==> src/logic/ttc_pkg.sv <==
// Purpose: Shared constants for the timer two control block
// Assumes: 8-bit special function register bus on the system clock
// Notes:   Offsets are bus addresses; bit positions index the control byte
package ttc_pkg;

    // Register addresses on the special function register bus
    localparam logic [7:0] CTRL_ADDR   = 8'hC8;
    localparam logic [7:0] RLD_LO_ADDR = 8'hCA;
    localparam logic [7:0] RLD_HI_ADDR = 8'hCB;
    localparam logic [7:0] CNT_LO_ADDR = 8'hCC;
    localparam logic [7:0] CNT_HI_ADDR = 8'hCD;

    // Control byte field positions
    localparam int HF_BIT     = 7;
    localparam int LF_BIT     = 6;
    localparam int LEN_BIT    = 5;
    localparam int CEN_BIT    = 4;
    localparam int SPLIT_BIT  = 3;
    localparam int RUN_BIT    = 2;
    localparam int UNUSED_BIT = 1;
    localparam int XCLK_BIT   = 0;

    // Reset values and masks
    localparam logic [7:0]  CTRL_RESET   = 8'h00;
    localparam logic [7:0]  CTRL_WR_MASK = 8'hFD;
    localparam logic [7:0]  BYTE_RESET   = 8'h00;
    localparam logic [7:0]  BYTE_MAX     = 8'hFF;
    localparam logic [7:0]  BYTE_ONE     = 8'h01;
    localparam logic [7:0]  UNMAPPED_RD  = 8'h00;

    // Prescaler ratios
    localparam int SYS_DIV = 12;
    localparam int EXT_DIV = 8;

    // Counter structure selected by the split bit
    typedef enum logic {
        TTC_MODE_WORD  = 1'b0,
        TTC_MODE_SPLIT = 1'b1
    } ttc_mode_t;

endpackage : ttc_pkg

==> src/logic/ttc_sync_edge.sv <==
// Purpose: Two-flop synchroniser with rise and fall strobes
// Assumes: Input toggles slower than half the system clock
// Notes:   First stage feeds only the second stage
`timescale 1ns/1ps
module ttc_sync_edge (
    input  wire logic clock_i,
    input  wire logic rst_b_i,
    input  wire logic async_i,
    output logic      rise_o,
    output logic      fall_o
);

    logic meta_r;
    logic sync_r;
    logic prev_r;

    // Two stages, then one more for edge history
    always_ff @(posedge clock_i or negedge rst_b_i) begin
        if (!rst_b_i) begin
            meta_r <= 1'b0;
            sync_r <= 1'b0;
            prev_r <= 1'b0;
        end else begin
            meta_r <= async_i;
            sync_r <= meta_r;
            prev_r <= sync_r;
        end
    end

    // One-cycle strobes from the settled stages only
    assign rise_o = sync_r & ~prev_r;
    assign fall_o = ~sync_r & prev_r;

endmodule : ttc_sync_edge

==> src/logic/ttc_tick_gen.sv <==
// Purpose: Prescaler ticks: system clock over SYS_DIV, external over EXT_DIV
// Assumes: ext_rise_i is already a synchronised one-cycle strobe
// Notes:   Ticks are registered one-cycle pulses
`timescale 1ns/1ps
module ttc_tick_gen #(
    parameter int SYS_DIV = ttc_pkg::SYS_DIV,
    parameter int EXT_DIV = ttc_pkg::EXT_DIV
) (
    input  wire logic clock_i,
    input  wire logic rst_b_i,
    input  wire logic ext_rise_i,
    output logic      sys_tick_o,
    output logic      ext_tick_o
);

    localparam int SW = (SYS_DIV > 2) ? $clog2(SYS_DIV) : 1;
    localparam int EW = (EXT_DIV > 2) ? $clog2(EXT_DIV) : 1;
    localparam logic [SW-1:0] SYS_LAST = SW'(SYS_DIV - 1);
    localparam logic [EW-1:0] EXT_LAST = EW'(EXT_DIV - 1);

    // Ratios below two cannot form a divider
    if (SYS_DIV < 2 || EXT_DIV < 2) begin : g_bad_div
        $error("ttc_tick_gen: divide ratios must be at least two");
    end

    logic [SW-1:0] sys_cnt_r;
    logic [EW-1:0] ext_cnt_r;

    // System clock divider, free running
    always_ff @(posedge clock_i or negedge rst_b_i) begin
        if (!rst_b_i) begin
            sys_cnt_r  <= '0;
            sys_tick_o <= 1'b0;
        end else begin
            sys_tick_o <= (sys_cnt_r == SYS_LAST);
            sys_cnt_r  <= (sys_cnt_r == SYS_LAST) ? '0 : sys_cnt_r + SW'(1);
        end
    end

    // External divider counts synchronised rising edges
    always_ff @(posedge clock_i or negedge rst_b_i) begin
        if (!rst_b_i) begin
            ext_cnt_r  <= '0;
            ext_tick_o <= 1'b0;
        end else begin
            ext_tick_o <= ext_rise_i & (ext_cnt_r == EXT_LAST);
            if (ext_rise_i) begin
                ext_cnt_r <= (ext_cnt_r == EXT_LAST) ? '0 : ext_cnt_r + EW'(1);
            end
        end
    end

endmodule : ttc_tick_gen

==> src/logic/ttc_timer2_control.sv <==
// Purpose: Timer two control, count, reload and capture logic
// Assumes: Core reaches it over the special function register bus
// Notes:   Clock select and interrupt enable bits arrive from core registers
`timescale 1ns/1ps
module ttc_timer2_control #(
    parameter int SYS_DIV = ttc_pkg::SYS_DIV,
    parameter int EXT_DIV = ttc_pkg::EXT_DIV
) (
    input  wire logic       clock_i,
    input  wire logic       rst_b_i,
    input  wire logic [7:0] sfr_addr_i,
    input  wire logic       sfr_wr_i,
    input  wire logic [7:0] sfr_wdata_i,
    input  wire logic       sfr_bit_wr_i,
    input  wire logic [2:0] sfr_bit_sel_i,
    input  wire logic       sfr_bit_val_i,
    input  wire logic       sfr_rd_i,
    input  wire logic       timer_irq_enable_i,
    input  wire logic       high_byte_system_clock_select_i,
    input  wire logic       low_byte_system_clock_select_i,
    input  wire logic       ext_osc_i,
    input  wire logic       low_freq_oscillator_i,
    output logic [7:0]      sfr_rdata_o,
    output logic            irq_o
);

    // The prescaler needs a ratio of two or more to form a divider
    if (SYS_DIV < 2 || EXT_DIV < 2) begin : g_bad_ratio
        $error("ttc_timer2_control: divide ratios must be at least two");
    end

    // Storage
    logic [7:0] ctrl_r;
    logic [7:0] ctrl_nxt;
    logic [7:0] cnt_lo_r;
    logic [7:0] cnt_lo_nxt;
    logic [7:0] cnt_hi_r;
    logic [7:0] cnt_hi_nxt;
    logic [7:0] rld_lo_r;
    logic [7:0] rld_hi_r;
    logic [7:0] rdata_r;
    logic       irq_r;

    // Decode and event wires
    logic       wr_ctrl;
    logic [7:0] ctrl_wr_val;
    logic       wr_cnt_lo;
    logic       wr_cnt_hi;
    logic       wr_rld_lo;
    logic       wr_rld_hi;
    logic       ext_rise;
    logic       slow_fall;
    logic       sys_tick;
    logic       ext_tick;
    logic       alt_tick;
    logic       lo_tick;
    logic       hi_tick;
    logic       lo_step;
    logic       hi_step;
    logic       lo_wrap;
    logic       hi_wrap;
    logic       cap_strobe;
    ttc_pkg::ttc_mode_t mode;

    // Field views of the control byte
    logic run;
    logic cap_en;
    logic len;
    logic xclk;

    assign run    = ctrl_r[ttc_pkg::RUN_BIT];
    assign cap_en = ctrl_r[ttc_pkg::CEN_BIT];
    assign len    = ctrl_r[ttc_pkg::LEN_BIT];
    assign xclk   = ctrl_r[ttc_pkg::XCLK_BIT];
    assign mode   = ttc_pkg::ttc_mode_t'(ctrl_r[ttc_pkg::SPLIT_BIT]);

    // External oscillator edge, resynchronised to the system clock
    // Synchronised external source
    ttc_sync_edge u_ext_sync (
        .clock_i (clock_i),
        .rst_b_i (rst_b_i),
        .async_i (ext_osc_i),
        .rise_o  (ext_rise),
        .fall_o  ()
    );

    // Oscillator falling edge becomes a single-cycle strobe
    // Synchronise and detect edge
    ttc_sync_edge u_slow_sync (
        .clock_i (clock_i),
        .rst_b_i (rst_b_i),
        .async_i (low_freq_oscillator_i),
        .rise_o  (),
        .fall_o  (slow_fall)
    );

    // Prescaled ticks for the alternate clock source
    ttc_tick_gen #(
        .SYS_DIV (SYS_DIV),
        .EXT_DIV (EXT_DIV)
    ) u_ticks (
        .clock_i    (clock_i),
        .rst_b_i    (rst_b_i),
        .ext_rise_i (ext_rise),
        .sys_tick_o (sys_tick),
        .ext_tick_o (ext_tick)
    );

    // Alternate source shared by both bytes
    // System or external divider picked by xclk
    assign alt_tick = xclk ? ext_tick : sys_tick;

    // Per-byte source: system clock every cycle, else alternate
    // Per-byte source choice
    assign lo_tick = low_byte_system_clock_select_i ? 1'b1 : alt_tick;
    assign hi_tick = high_byte_system_clock_select_i ? 1'b1 : alt_tick;

    // Byte address decode; bit writes only reach the control byte
    // Bit writes aimed at any other address fall through and are dropped
    always_comb begin
        wr_ctrl   = 1'b0;
        wr_cnt_lo = 1'b0;
        wr_cnt_hi = 1'b0;
        wr_rld_lo = 1'b0;
        wr_rld_hi = 1'b0;
        if (sfr_addr_i == ttc_pkg::CTRL_ADDR) begin
            wr_ctrl = sfr_wr_i | sfr_bit_wr_i;
        end else if (sfr_addr_i == ttc_pkg::RLD_LO_ADDR) begin
            wr_rld_lo = sfr_wr_i;
        end else if (sfr_addr_i == ttc_pkg::RLD_HI_ADDR) begin
            wr_rld_hi = sfr_wr_i;
        end else if (sfr_addr_i == ttc_pkg::CNT_LO_ADDR) begin
            wr_cnt_lo = sfr_wr_i;
        end else if (sfr_addr_i == ttc_pkg::CNT_HI_ADDR) begin
            wr_cnt_hi = sfr_wr_i;
        end
    end

    // Value a control write would leave; bit writes patch one position
    always_comb begin
        ctrl_wr_val = ctrl_r;
        if (sfr_wr_i) begin
            ctrl_wr_val = sfr_wdata_i;
        end else if (sfr_bit_wr_i) begin
            ctrl_wr_val[sfr_bit_sel_i] = sfr_bit_val_i;
        end
    end

    // Counter stepping and wrap detection
    always_comb begin
        lo_step    = 1'b0;
        hi_step    = 1'b0;
        lo_wrap    = 1'b0;
        hi_wrap    = 1'b0;
        cnt_lo_nxt = cnt_lo_r;
        cnt_hi_nxt = cnt_hi_r;
        case (mode)
            ttc_pkg::TTC_MODE_WORD: begin
                // High select is ignored here; the low byte clocks the whole word
                // Run gates word counter
                lo_step = run & lo_tick;
                lo_wrap = lo_step & (cnt_lo_r == ttc_pkg::BYTE_MAX);
                hi_wrap = lo_wrap & (cnt_hi_r == ttc_pkg::BYTE_MAX);
                hi_step = lo_wrap;
                if (hi_wrap) begin
                    cnt_lo_nxt = rld_lo_r;
                    cnt_hi_nxt = rld_hi_r;
                end else if (lo_step) begin
                    cnt_lo_nxt = cnt_lo_r + ttc_pkg::BYTE_ONE;
                    if (hi_step) begin
                        cnt_hi_nxt = cnt_hi_r + ttc_pkg::BYTE_ONE;
                    end
                end
            end
            ttc_pkg::TTC_MODE_SPLIT: begin
                lo_step = lo_tick;
                hi_step = run & hi_tick;
                lo_wrap = lo_step & (cnt_lo_r == ttc_pkg::BYTE_MAX);
                hi_wrap = hi_step & (cnt_hi_r == ttc_pkg::BYTE_MAX);
                if (lo_wrap) begin
                    cnt_lo_nxt = rld_lo_r;
                end else if (lo_step) begin
                    cnt_lo_nxt = cnt_lo_r + ttc_pkg::BYTE_ONE;
                end
                if (hi_wrap) begin
                    cnt_hi_nxt = rld_hi_r;
                end else if (hi_step) begin
                    cnt_hi_nxt = cnt_hi_r + ttc_pkg::BYTE_ONE;
                end
            end
            default: begin
                cnt_lo_nxt = cnt_lo_r;
                cnt_hi_nxt = cnt_hi_r;
            end
        endcase
    end

    // Capture happens on each oscillator fall while enabled
    // Counting goes on, so the timestamp is the count before this step
    assign cap_strobe = cap_en & slow_fall;

    // Next control byte; hardware sets beat a same-cycle software clear
    always_comb begin
        ctrl_nxt = ctrl_r;
        if (wr_ctrl) begin
            ctrl_nxt = ctrl_wr_val & ttc_pkg::CTRL_WR_MASK;
        end
        if (hi_wrap || cap_strobe) begin
            ctrl_nxt[ttc_pkg::HF_BIT] = 1'b1;
        end
        if (lo_wrap) begin
            ctrl_nxt[ttc_pkg::LF_BIT] = 1'b1;
        end
    end

    // Control byte; flags cleared only by software writes
    // No hardware flag clear
    always_ff @(posedge clock_i or negedge rst_b_i) begin
        if (!rst_b_i) begin
            ctrl_r <= ttc_pkg::CTRL_RESET;
        end else begin
            ctrl_r <= ctrl_nxt;
        end
    end

    // Low count byte; a software write overrides the step that cycle
    always_ff @(posedge clock_i or negedge rst_b_i) begin
        if (!rst_b_i) begin
            cnt_lo_r <= ttc_pkg::BYTE_RESET;
        end else if (wr_cnt_lo) begin
            cnt_lo_r <= sfr_wdata_i;
        end else begin
            cnt_lo_r <= cnt_lo_nxt;
        end
    end

    // High count byte
    always_ff @(posedge clock_i or negedge rst_b_i) begin
        if (!rst_b_i) begin
            cnt_hi_r <= ttc_pkg::BYTE_RESET;
        end else if (wr_cnt_hi) begin
            cnt_hi_r <= sfr_wdata_i;
        end else begin
            cnt_hi_r <= cnt_hi_nxt;
        end
    end

    // Reload pair; capture wins so a timestamp is never lost
    // Copy count on capture
    always_ff @(posedge clock_i or negedge rst_b_i) begin
        if (!rst_b_i) begin
            rld_lo_r <= ttc_pkg::BYTE_RESET;
            rld_hi_r <= ttc_pkg::BYTE_RESET;
        end else if (cap_strobe) begin
            rld_lo_r <= cnt_lo_r;
            rld_hi_r <= cnt_hi_r;
        end else begin
            if (wr_rld_lo) begin
                rld_lo_r <= sfr_wdata_i;
            end
            if (wr_rld_hi) begin
                rld_hi_r <= sfr_wdata_i;
            end
        end
    end

    // Read data registered; unmapped addresses answer zero
    // Held until the next read, so the core may sample it late
    always_ff @(posedge clock_i or negedge rst_b_i) begin
        if (!rst_b_i) begin
            rdata_r <= ttc_pkg::UNMAPPED_RD;
        end else if (sfr_rd_i) begin
            if (sfr_addr_i == ttc_pkg::CTRL_ADDR) begin
                rdata_r <= ctrl_r & ttc_pkg::CTRL_WR_MASK;
            end else if (sfr_addr_i == ttc_pkg::RLD_LO_ADDR) begin
                rdata_r <= rld_lo_r;
            end else if (sfr_addr_i == ttc_pkg::RLD_HI_ADDR) begin
                rdata_r <= rld_hi_r;
            end else if (sfr_addr_i == ttc_pkg::CNT_LO_ADDR) begin
                rdata_r <= cnt_lo_r;
            end else if (sfr_addr_i == ttc_pkg::CNT_HI_ADDR) begin
                rdata_r <= cnt_hi_r;
            end else begin
                rdata_r <= ttc_pkg::UNMAPPED_RD;
            end
        end
    end

    // Level request, held while enabled until software clears the flag
    // High flag requests
    always_ff @(posedge clock_i or negedge rst_b_i) begin
        if (!rst_b_i) begin
            irq_r <= 1'b0;
        end else begin
            irq_r <= timer_irq_enable_i
                   & (ctrl_r[ttc_pkg::HF_BIT] | (len & ctrl_r[ttc_pkg::LF_BIT]));
        end
    end

    // Outputs straight from flops
    assign sfr_rdata_o = rdata_r;
    assign irq_o       = irq_r;

endmodule : ttc_timer2_control

==> config.mk <==
export PLATFORM = sky130hd
export DESIGN_NAME = ttc_timer2_control
export DESIGN_NICKNAME = d
export VERILOG_FILES = /design/src/logic/ttc_pkg.sv /design/src/logic/ttc_sync_edge.sv /design/src/logic/ttc_tick_gen.sv /design/src/logic/ttc_timer2_control.sv
export SDC_FILE = /design/constraint.sdc
export NUM_CORES = 1
export LEC_CHECK = 0
export ABC_AREA = 1
export BUFFER_PORTS_ARGS = -buffer_cell sky130_fd_sc_hd__buf_2
export CORE_UTILIZATION = 45
export CTS_CLUSTER_SIZE = 16
export DETAILED_ROUTE_END_ITERATION = 8
export PLACE_DENSITY_LB_ADDON = 0.25
export SLEW_MARGIN = 10
export SYNTH_ARGS = -nofsm -noshare
export SYNTH_HDL_FRONTEND = slang
export SYNTH_SLANG_ARGS = --single-unit
==> constraint.sdc <==
create_clock -name clock_i -period 2.1 [get_ports clock_i]
set_input_delay 0.105 -clock clock_i [delete_from_list [all_inputs] [get_ports clock_i]]
set_output_delay 0.105 -clock clock_i [all_outputs]
set_load 0.01 [all_outputs]
==> results of run 1 <==
-- sequential cells by signal, summed over array words and instances, names as in the netlist, 3 cells and up --
register / flops
cnt_hi_r: 8
cnt_lo_r: 8
ctrl_r: 7
rld_hi_r: 8
rld_lo_r: 8
sfr_rdata_o: 8
u_ticks.ext_cnt_r: 3
u_ticks.sys_cnt_r: 4
-- cell type report --
type	count	area, um^2	area share, %
Tap cell	105	131	2.90
Sequential cell	63	1580	34.8
Timing Repair Buffer	58	368	8.13
Clock inverter	5	106	2.35
Inverter	83	315	6.97
Clock buffer	11	131	2.90
Multi-Input combinational cell	377	1900	41.9
-- cell families after synthesis --
kind of cell	Yosys count	synth area share [%]
AO/OA/AOI/OAI	85	13.8
XOR/XNOR	10	2.29
adder cells (fa/ha/maj)	5	1.64
buffers and inverters	93	9.28
flip-flops	63	41.3
multiplexers	1	0.262
AND/OR/NAND/NOR	276	31.5
-- critical path, delay by kind of cell (launching register included) --
kind                       cells  cell delay, ps
AOI/OAI and AO/OA              1             290
adders and majority gates      1             210
buffers and inverters          1             120
DFF                            1             420
and+or+nand+nor                7             760
-- per-layer routing --
metal  wire, um  vias up  track usage, %
li1           -     1866               -
met5          0        -               0
met1       5370     1833            40.5
met4        601        0            16.0
met2       5380      176            44.3
met3        785       51            5.91
-- placed cells by master (no fill, tap or decap), types with 6 or more instances in the layout --
master	netlist	routed
nand3_1	61	61
o21ai_0	28	28
dlygate4sd3_1	0	6
dfrtp_1	63	63
clkbuf_8	0	9
nand4_1	7	7
buf_2	1	38
nor2_1	49	48
nor3_1	9	9
inv_1	77	77
buf_4	1	13
nand2_1	137	137
o221ai_1	6	6
o22ai_1	9	9
o211ai_1	16	16
xor2_1	8	8
a21oi_1	14	14
-- path summary, 6_finish.rpt --
| kind | slack [ps] | cells after the start | end |
|---|---|---|---|
| setup / recovery | 190 | 10 | cnt_hi_r[7]$_DFFE_PN0P_ |
| hold / removal | 70 | 3 | sfr_rdata_o[0]$_DFFE_PN0P_ |
| setup reg to reg | 190 | 10 | cnt_hi_r[7]$_DFFE_PN0P_ |
| hold reg to reg | 360 | 0 | u_ext_sync.sync_r$_DFF_PN0_ |
| max in group asynchronous | 1120 | 3 | cnt_lo_r[0]$_DFFE_PN0P_ |
| min in group asynchronous | 350 | 2 | u_ext_sync.prev_r$_DFF_PN0_ |
-- report_power, final --
group | leakage (nW) | switching (mW) | internal, mW
registers | 0.788 | 0.270 | 1.48
logic | 1.33 | 0.703 | 0.444
clock network | 0.114 | 0.515 | 0.792
-- timing repair --
action                                  4_1_cts  5_1_grt
hold buffers                                  6        0
setup buffers                                 0        0
resized for setup                             0        3
hold endpoints to repair                     33        0
endpoints found under the setup margin        0        5
-- per-stage QoR --
stage | instances | setup slack, ps
CTS | 702 | 184
finish | 702 | 186
global placement | 680 | 220
floorplan | 533 | 451
detailed placement | 680 | 185
global route | 702 | 4.74
==> reports/results.env, run 1 <==
WORST_EP_ARRIVAL_TIME_PS=2150
DRT-WIRELENGTH-PER-CELL_UM=17.3
PLACE.GP.CONGESTION=0.971
ANTENNADIODECOUNT=0
CTS.SINK_COUNT=63
WORST_R2R_STARTPOINT='cnt_lo_r[0]$_DFFE_PN0P_'
FILL_CELLS=831
SYNTH_ASYNC_SR_FLOP_SHARE_PCT=100
FINAL_LAYOUT_SIZE_SUFFIX_GT1_SHARE_PCT=13.9
CRITICAL_PATH_CLASS='register to register'
VDD_IR_DROP_MAX_V=0.000483
FMAX_MHz=522
FLOORPLAN.ROWS=33
DIE_H_UM=94.1
FLOORPLAN.IO_PINS=39
FINALPOWER_mW=4.21
FINAL.SETUP.TNS_PS=0
CTS-HTREE-LEVELS=3
GRT.OVERFLOW.TOTAL=0
CTS_MADE_BUFFERS=9
WORST_SETUP_SP='cnt_lo_r[0]$_DFFE_PN0P_'
MAX_CAP_VIOLATIONS=0
WORST_HOLD_STARTPOINT='sfr_rd_i'
POST-SYNTH-TOP-AREA-FRACTION_PCT=41.3
CORE_AREA_MM2=0.00822
GRT_PASS1_VIAS=3718
YS_FF_LATCH=63
REPORT.FINAL.SLEW_VIOL_COUNT=0
POST-SYNTH-TOP-COUNT-CELL='nand2_1'
GRT_USE_TOTAL_PCT=29.8
CTS_ROOT_BUF='clkbuf_8'
WORST_SETUP_HOLD_PATH_CLK_SLEW_PS=80
SLEW_HEADROOM_PCT=54.5
FINALHOLDVIOLCOUNT=0
FINALCRITICALPERIOD_PS=1910
REPORT.FINAL.SETUP_VIOL=0
TIGHTESTPINTRANSITION_PS=683
POSTPLACECELLAREA_MM2=0.00421
GRT_SETUP_UNREPAIRED='no'
POSTSYNTHCELLCOUNT=533
CLOCK_LATENCY_PS=350
CRITICAL_PATH_FANOUTS_MAX=6
YS.FLOP_TYPE='dfrtp_1'
POWERDENSITY_mW_PER_MM2=930
DIE_W_UM=94.1
HOLD_SLACK_PS=65.4
DRC_ERRORS=0
FINAL_UTIL_PCT=55.1
POST_SYNTHESIS_CELL_AREA_MM2=0.00382
HOLDCRITPATHCLASS='input pin to register'
GRT_START_MAX_NET_PINS=36
DRT-INITIAL-DRC-COUNT=357
CRIT_END_ELEMENT='register'
LAYOUT_WORST_PATH_CYCLE_SHARE_PCT=91.2
CPMOSTUSEDCELL='nand2_1'
PLACE.DETAILED.HPWL_UM=9370
FINAL_ANTENNA_NET_COUNT=0
IO_BUFFERS=38
SYNTHTOPCELLSBYAREA='dfrtp_1 (41%), nand2_1 (13%), nand3_1 (8.0%)'
POST_SYNTH_NUM_CELL_TYPES=36
SYN-MEAN-INSTANCE-AREA_UM2=7.16
START_KIND='register'
STARTING_DENSITY_OF_THE_CORE_PCT=46.5
DRT_FIRST_PASS_ITERS=5
FLOORPLAN.DIE_AREA_MM2=0.00886
VIAS_PER_CELL=5.59
VIAS=3926
GRT_PASS1_WL_UM=19600
ROUTE.FINAL.WIRE_LENGTH_UM=12100
FINISH.NET_COUNT=627
SYNTH_AREA_LEADER_CELL='dfrtp_1'
REQUIRED_PS=2340
YS.WARNINGS.COUNT=0
GRT_ANTENNA_BEFORE_REPAIR=0
STATIC-LEAKAGE-POWER_nW=2.24
FINISH.INSTANCE_AREA_MM2=0.00453
AREAGROWTHSYNTHTOFINISH_PCT=18.6
FIN_WORST_SKEW_PS=12.3
SEQ_AREA_FRAC_SYNTH_PCT=41.3
TRITONCTS='done'
TIMING.CRITICAL_PATH.CELLS='ha_1 -> nand2_1 -> nor2_2 -> nand2_1 -> o21ai_4 -> nand2_1 -> inv_1 -> nand2_1 -> nand3_1 -> nand2_1'
SYNTHESIS.NETS=568
CRITPATHMAXSTAGEDELAY_PS=420
CTS_BUFFER_DEPTH=2
SLOWEST_STAGE='dfrtp_1'
SYNTH_EDF_COUNT=0
SYNTH_COMMONEST_CELLS='nand2_1 (137), inv_1 (77), dfrtp_1 (63)'
RESULT_OF_THE_RUN='completed'
Note: power is estimated with default switching activity, not from simulation.
==> run 2, diff against run 1 <==
Settings changed: ABC_CLOCK_PERIOD_IN_PS from default to 2100, BUFFER_PORTS_ARGS -buffer_cell sky130_fd_sc_hd__buf_2 to default, CTS_BUF_LIST from default to sky130_fd_sc_hd__clkbuf_2 sky130_fd_sc_hd__clkbuf_4 sky130_fd_sc_hd__clkbuf_8, DONT_BUFFER_PORTS from default to 1.
==> run 2 against run 1 <==
  * Die area unchanged
  * Largest cell class unchanged
  * Highest routed layer unchanged
  * Sequential power is essentially flat
  * Clock power down 5%
==> reports/results.env, run 2 (synthesis results as in run 1) <==
SLOWEST_STAGE='dfrtp_1'  # unchanged
FLOORPLAN.ROWS=33  # unchanged
STARTING_DENSITY_OF_THE_CORE_PCT=46.5  # unchanged
CTS.SINK_COUNT=63  # unchanged
POWERDENSITY_mW_PER_MM2=925  # was 930 mW/mm^2
CPMOSTUSEDCELL='nand2_1'  # unchanged
HOLDCRITPATHCLASS='input pin to register'  # unchanged
REQUIRED_PS=2340  # about the same
FLOORPLAN.IO_PINS=39  # unchanged
LAYOUTNONFILLERINSTCOUNT=677  # was 702
DRT-INITIAL-DRC-COUNT=394  # was 357
GRT_PASS1_WL_UM=19500  # was 19600 um
PLACE.DETAILED.HPWL_UM=8970  # was 9370 um
FINAL_UTIL_PCT=54.3  # was 55.1%
ROUTE.FINAL.WIRE_LENGTH_UM=12200  # was 12100 um
CTS-HTREE-LEVELS=3  # unchanged
WORST_SETUP_HOLD_PATH_CLK_SLEW_PS=80  # about the same
GRT_USE_TOTAL_PCT=29.5  # was 29.8%
PLACE.GP.CONGESTION=0.947  # was 0.971
FMAX_MHz=533  # was 522 MHz
CRIT_END_ELEMENT='register'  # unchanged
DRT-WIRELENGTH-PER-CELL_UM=18.0  # was 17.3 um
SLEW_HEADROOM_PCT=59.3  # was 54.5%
NETSWITCHINGPOWER_mW=1.53  # was 1.49 mW
GRT_PASS1_VIAS=3672  # was 3718
IO_BUFFERS=0  # was 38
CTS_BUFFER_DEPTH=2  # unchanged
CLOCK_LATENCY_PS=350  # about the same
REG2REG_SETUP_SLACK_PS=220  # was 190 ps
POWER.SHARE.CLOCK_PCT=30.3  # was 31.1%
WORST_HOLD_STARTPOINT='sfr_bit_val_i'  # was sfr_rd_i
CRITICAL_PATH_FANOUTS_MAX=7  # was 6
COMB_POWER_SHARE_PCT=26.5  # was 27.3%
SW_FRAC_OF_TOTAL_PCT=37.1  # was 35.4%
VIAS_PER_CELL=5.73  # was 5.59
DIE_W_UM=94.1  # unchanged
DIE_H_UM=94.1  # unchanged
WORST_R2R_STARTPOINT='cnt_hi_r[0]$_DFFE_PN0P_'  # was cnt_lo_r[0]$_DFFE_PN0P_
CORE_AREA_MM2=0.00822  # unchanged
FIN_WORST_SKEW_PS=12.4  # was 12.3 ps
FLOORPLAN.DIE_AREA_MM2=0.00886  # unchanged
GRT_USE_MET2_PCT=45.7  # was 44.3%
CTS_MADE_BUFFERS=9  # unchanged
MULTI_INPUT_AREA_MM2=0.00191  # was 0.00190 mm^2
LAYOUT_WORST_PATH_CYCLE_SHARE_PCT=89.4  # was 91.2%
CELL_INTERNAL_PWR_mW=2.59  # was 2.72 mW
TRITONCTS='done'  # unchanged
FINALHOLDVIOLCOUNT=0  # unchanged
GRT.OVERFLOW.TOTAL=0  # unchanged
START_KIND='register'  # unchanged
BUSIEST_LAYER='met2'  # unchanged
NUMPLACEDINSTANCES=642  # was 680
DRC_ERRORS=0  # unchanged
FINALCRITICALPERIOD_PS=1880  # was 1910 ps
REPORT.FINAL.SETUP_VIOL=0  # unchanged
FINAL_LAYOUT_SIZE_SUFFIX_GT1_SHARE_PCT=9.79  # was 13.9%
RESULT_OF_THE_RUN='completed'  # unchanged
VIAS=3878  # was 3926
FINAL_ANTENNA_NET_COUNT=0  # unchanged
MOSTFREQUENTLAYOUTCELLS='nand2_1 (135), inv_1 (77), dfrtp_1 (62), nand3_1 (61), nor2_1 (47)'  # was nand2_1 (137), inv_1 (77), dfrtp_1 (63), nand3_1 (61), nor2_1 (48)
GRT_ANTENNA_BEFORE_REPAIR=0  # unchanged
GRTUSAGEMET3_PCT=5.26  # was 5.91%
DRT_FIRST_PASS_ITERS=5  # unchanged
AREAGROWTHSYNTHTOFINISH_PCT=16.9  # was 18.6%
TIGHTESTPINTRANSITION_PS=608  # was 683 ps
WORST_EP_ARRIVAL_TIME_PS=2110  # was 2150 ps
GRT_START_MAX_NET_PINS=64  # was 36
STATIC-LEAKAGE-POWER_nW=2.14  # was 2.24 nW
WORST_SETUP_SP='cnt_hi_r[0]$_DFFE_PN0P_'  # was cnt_lo_r[0]$_DFFE_PN0P_
GRT_SETUP_UNREPAIRED='no'  # unchanged
ANTENNADIODECOUNT=0  # unchanged
FINISH.NET_COUNT=602  # was 627
POWER_FRAC_SEQ_PCT=43.2  # was 41.7%
CTS_ROOT_BUF='clkbuf_8'  # unchanged
CRITICAL_PATH_CLASS='register to register'  # unchanged
TIMING.CRITICAL_PATH.CELLS='ha_1 -> nand2_1 -> nor2_2 -> nand2_1 -> clkinvlp_4 -> buf_4 -> nand3_1 -> nand2_1 -> nand3_1 -> nand3_1 -> nand2_1 -> nand2_1'  # was ha_1 -> nand2_1 -> nor2_2 -> nand2_1 -> o21ai_4 -> nand2_1 -> inv_1 -> nand2_1 -> nand3_1 -> nand2_1
REPORT.FINAL.SLEW_VIOL_COUNT=0  # unchanged
USE_MET1_PCT=39.7  # was 40.5%
VDD_IR_DROP_MAX_V=0.000520  # was 0.000483 V
SEQCELLAREA_MM2=0.00158  # about the same
CRITPATHMAXSTAGEDELAY_PS=460  # was 420 ps
FINAL_COMMON_CELL='nand2_1'  # unchanged
FILL_CELLS=800  # was 831
FINAL.SETUP.TNS_PS=0  # unchanged
MAX_CAP_VIOLATIONS=0  # unchanged
==> run 2: cell count changes in the layout (fill, tap and decap cells not counted), sizes merged <==
| cell | before | now |
|---|---|---|
| buf | 52 | 19 |
| dlygate4sd3 | 6 | 14 |
| inv | 80 | 83 |
| clkbuf | 11 | 9 |
| bufinv | 3 | 2 |
==> run 2: critical path: cells and delay by family, from the launching register on <==
kind / cells / cell delay, ps
AND/OR/NAND/NOR: 9 / 700
flip-flops: 1 / 460
buffers and inverters: 2 / 350
adder cells (fa/ha/maj): 1 / 260
==> run 2: repair_timing <==
item | CTS | global route
resized for setup | 0 | 8
setup buffers | 0 | 4
endpoints found under the setup margin | 0 | 15
hold buffers | 14 | 1
endpoints found under the hold margin | 87 | 1
==> run 2: area by class of cell <==
cell class                      instances  share of cell area [%]
Sequential cell                        63                    35.4
Tap cell                              105                    2.94
Clock inverter                          7                    2.30
Inverter                               83                    7.06
Timing Repair Buffer                   33                    6.78
Multi-Input combinational cell        377                    42.8
Clock buffer                            9                    2.78
==> run 2: path summary, 6_finish.rpt <==
check | end | cells past startpoint
min reg2reg | u_slow_sync.sync_r$_DFF_PN0_ | 0
min | ctrl_r[5]$_DFFE_PN0P_ | 2
max | cnt_hi_r[1]$_DFFE_PN0P_ | 12
max in group asynchronous | rld_lo_r[4]$_DFFE_PN0P_ | 2
min in group asynchronous | ctrl_r[3]$_DFFE_PN0P_ | 2
max reg2reg | cnt_hi_r[1]$_DFFE_PN0P_ | 12
==> run 2: metrics by stage <==
stage               setup WS [ps]  power [mW]  cell area, um^2  hold slack (ps)
floorplan                     451        2.45             3820             -191
global placement              152        2.78             4010             -190
detailed placement           34.5        2.80             4010             -189
CTS                          36.4        4.10             4400            0.989
global route                 61.6        4.36             4460             54.2
finish                        223        4.13             4460             34.5
==> run 2: layer usage <==
| layer | up-vias | wire length [um] |
|---|---|---|
| li1 | 1824 | - |
| met4 | 0 | 415 |
| met3 | 38 | 793 |
| met2 | 199 | 5630 |
| met5 | - | 0 |
| met1 | 1817 | 5340 |
==> run 2: power groups by stage <==
stage | clock network (mW) | registers [mW] | logic [mW]
2_1_floorplan | 0 | 1.67 | 0.783
3_3_place_gp | 0 | 1.78 | 0.996
3_5_place_dp | 0 | 1.79 | 1.01
4_1_cts | 1.26 | 1.77 | 1.07
5_1_grt | 1.32 | 1.81 | 1.23
6_report | 1.25 | 1.78 | 1.10
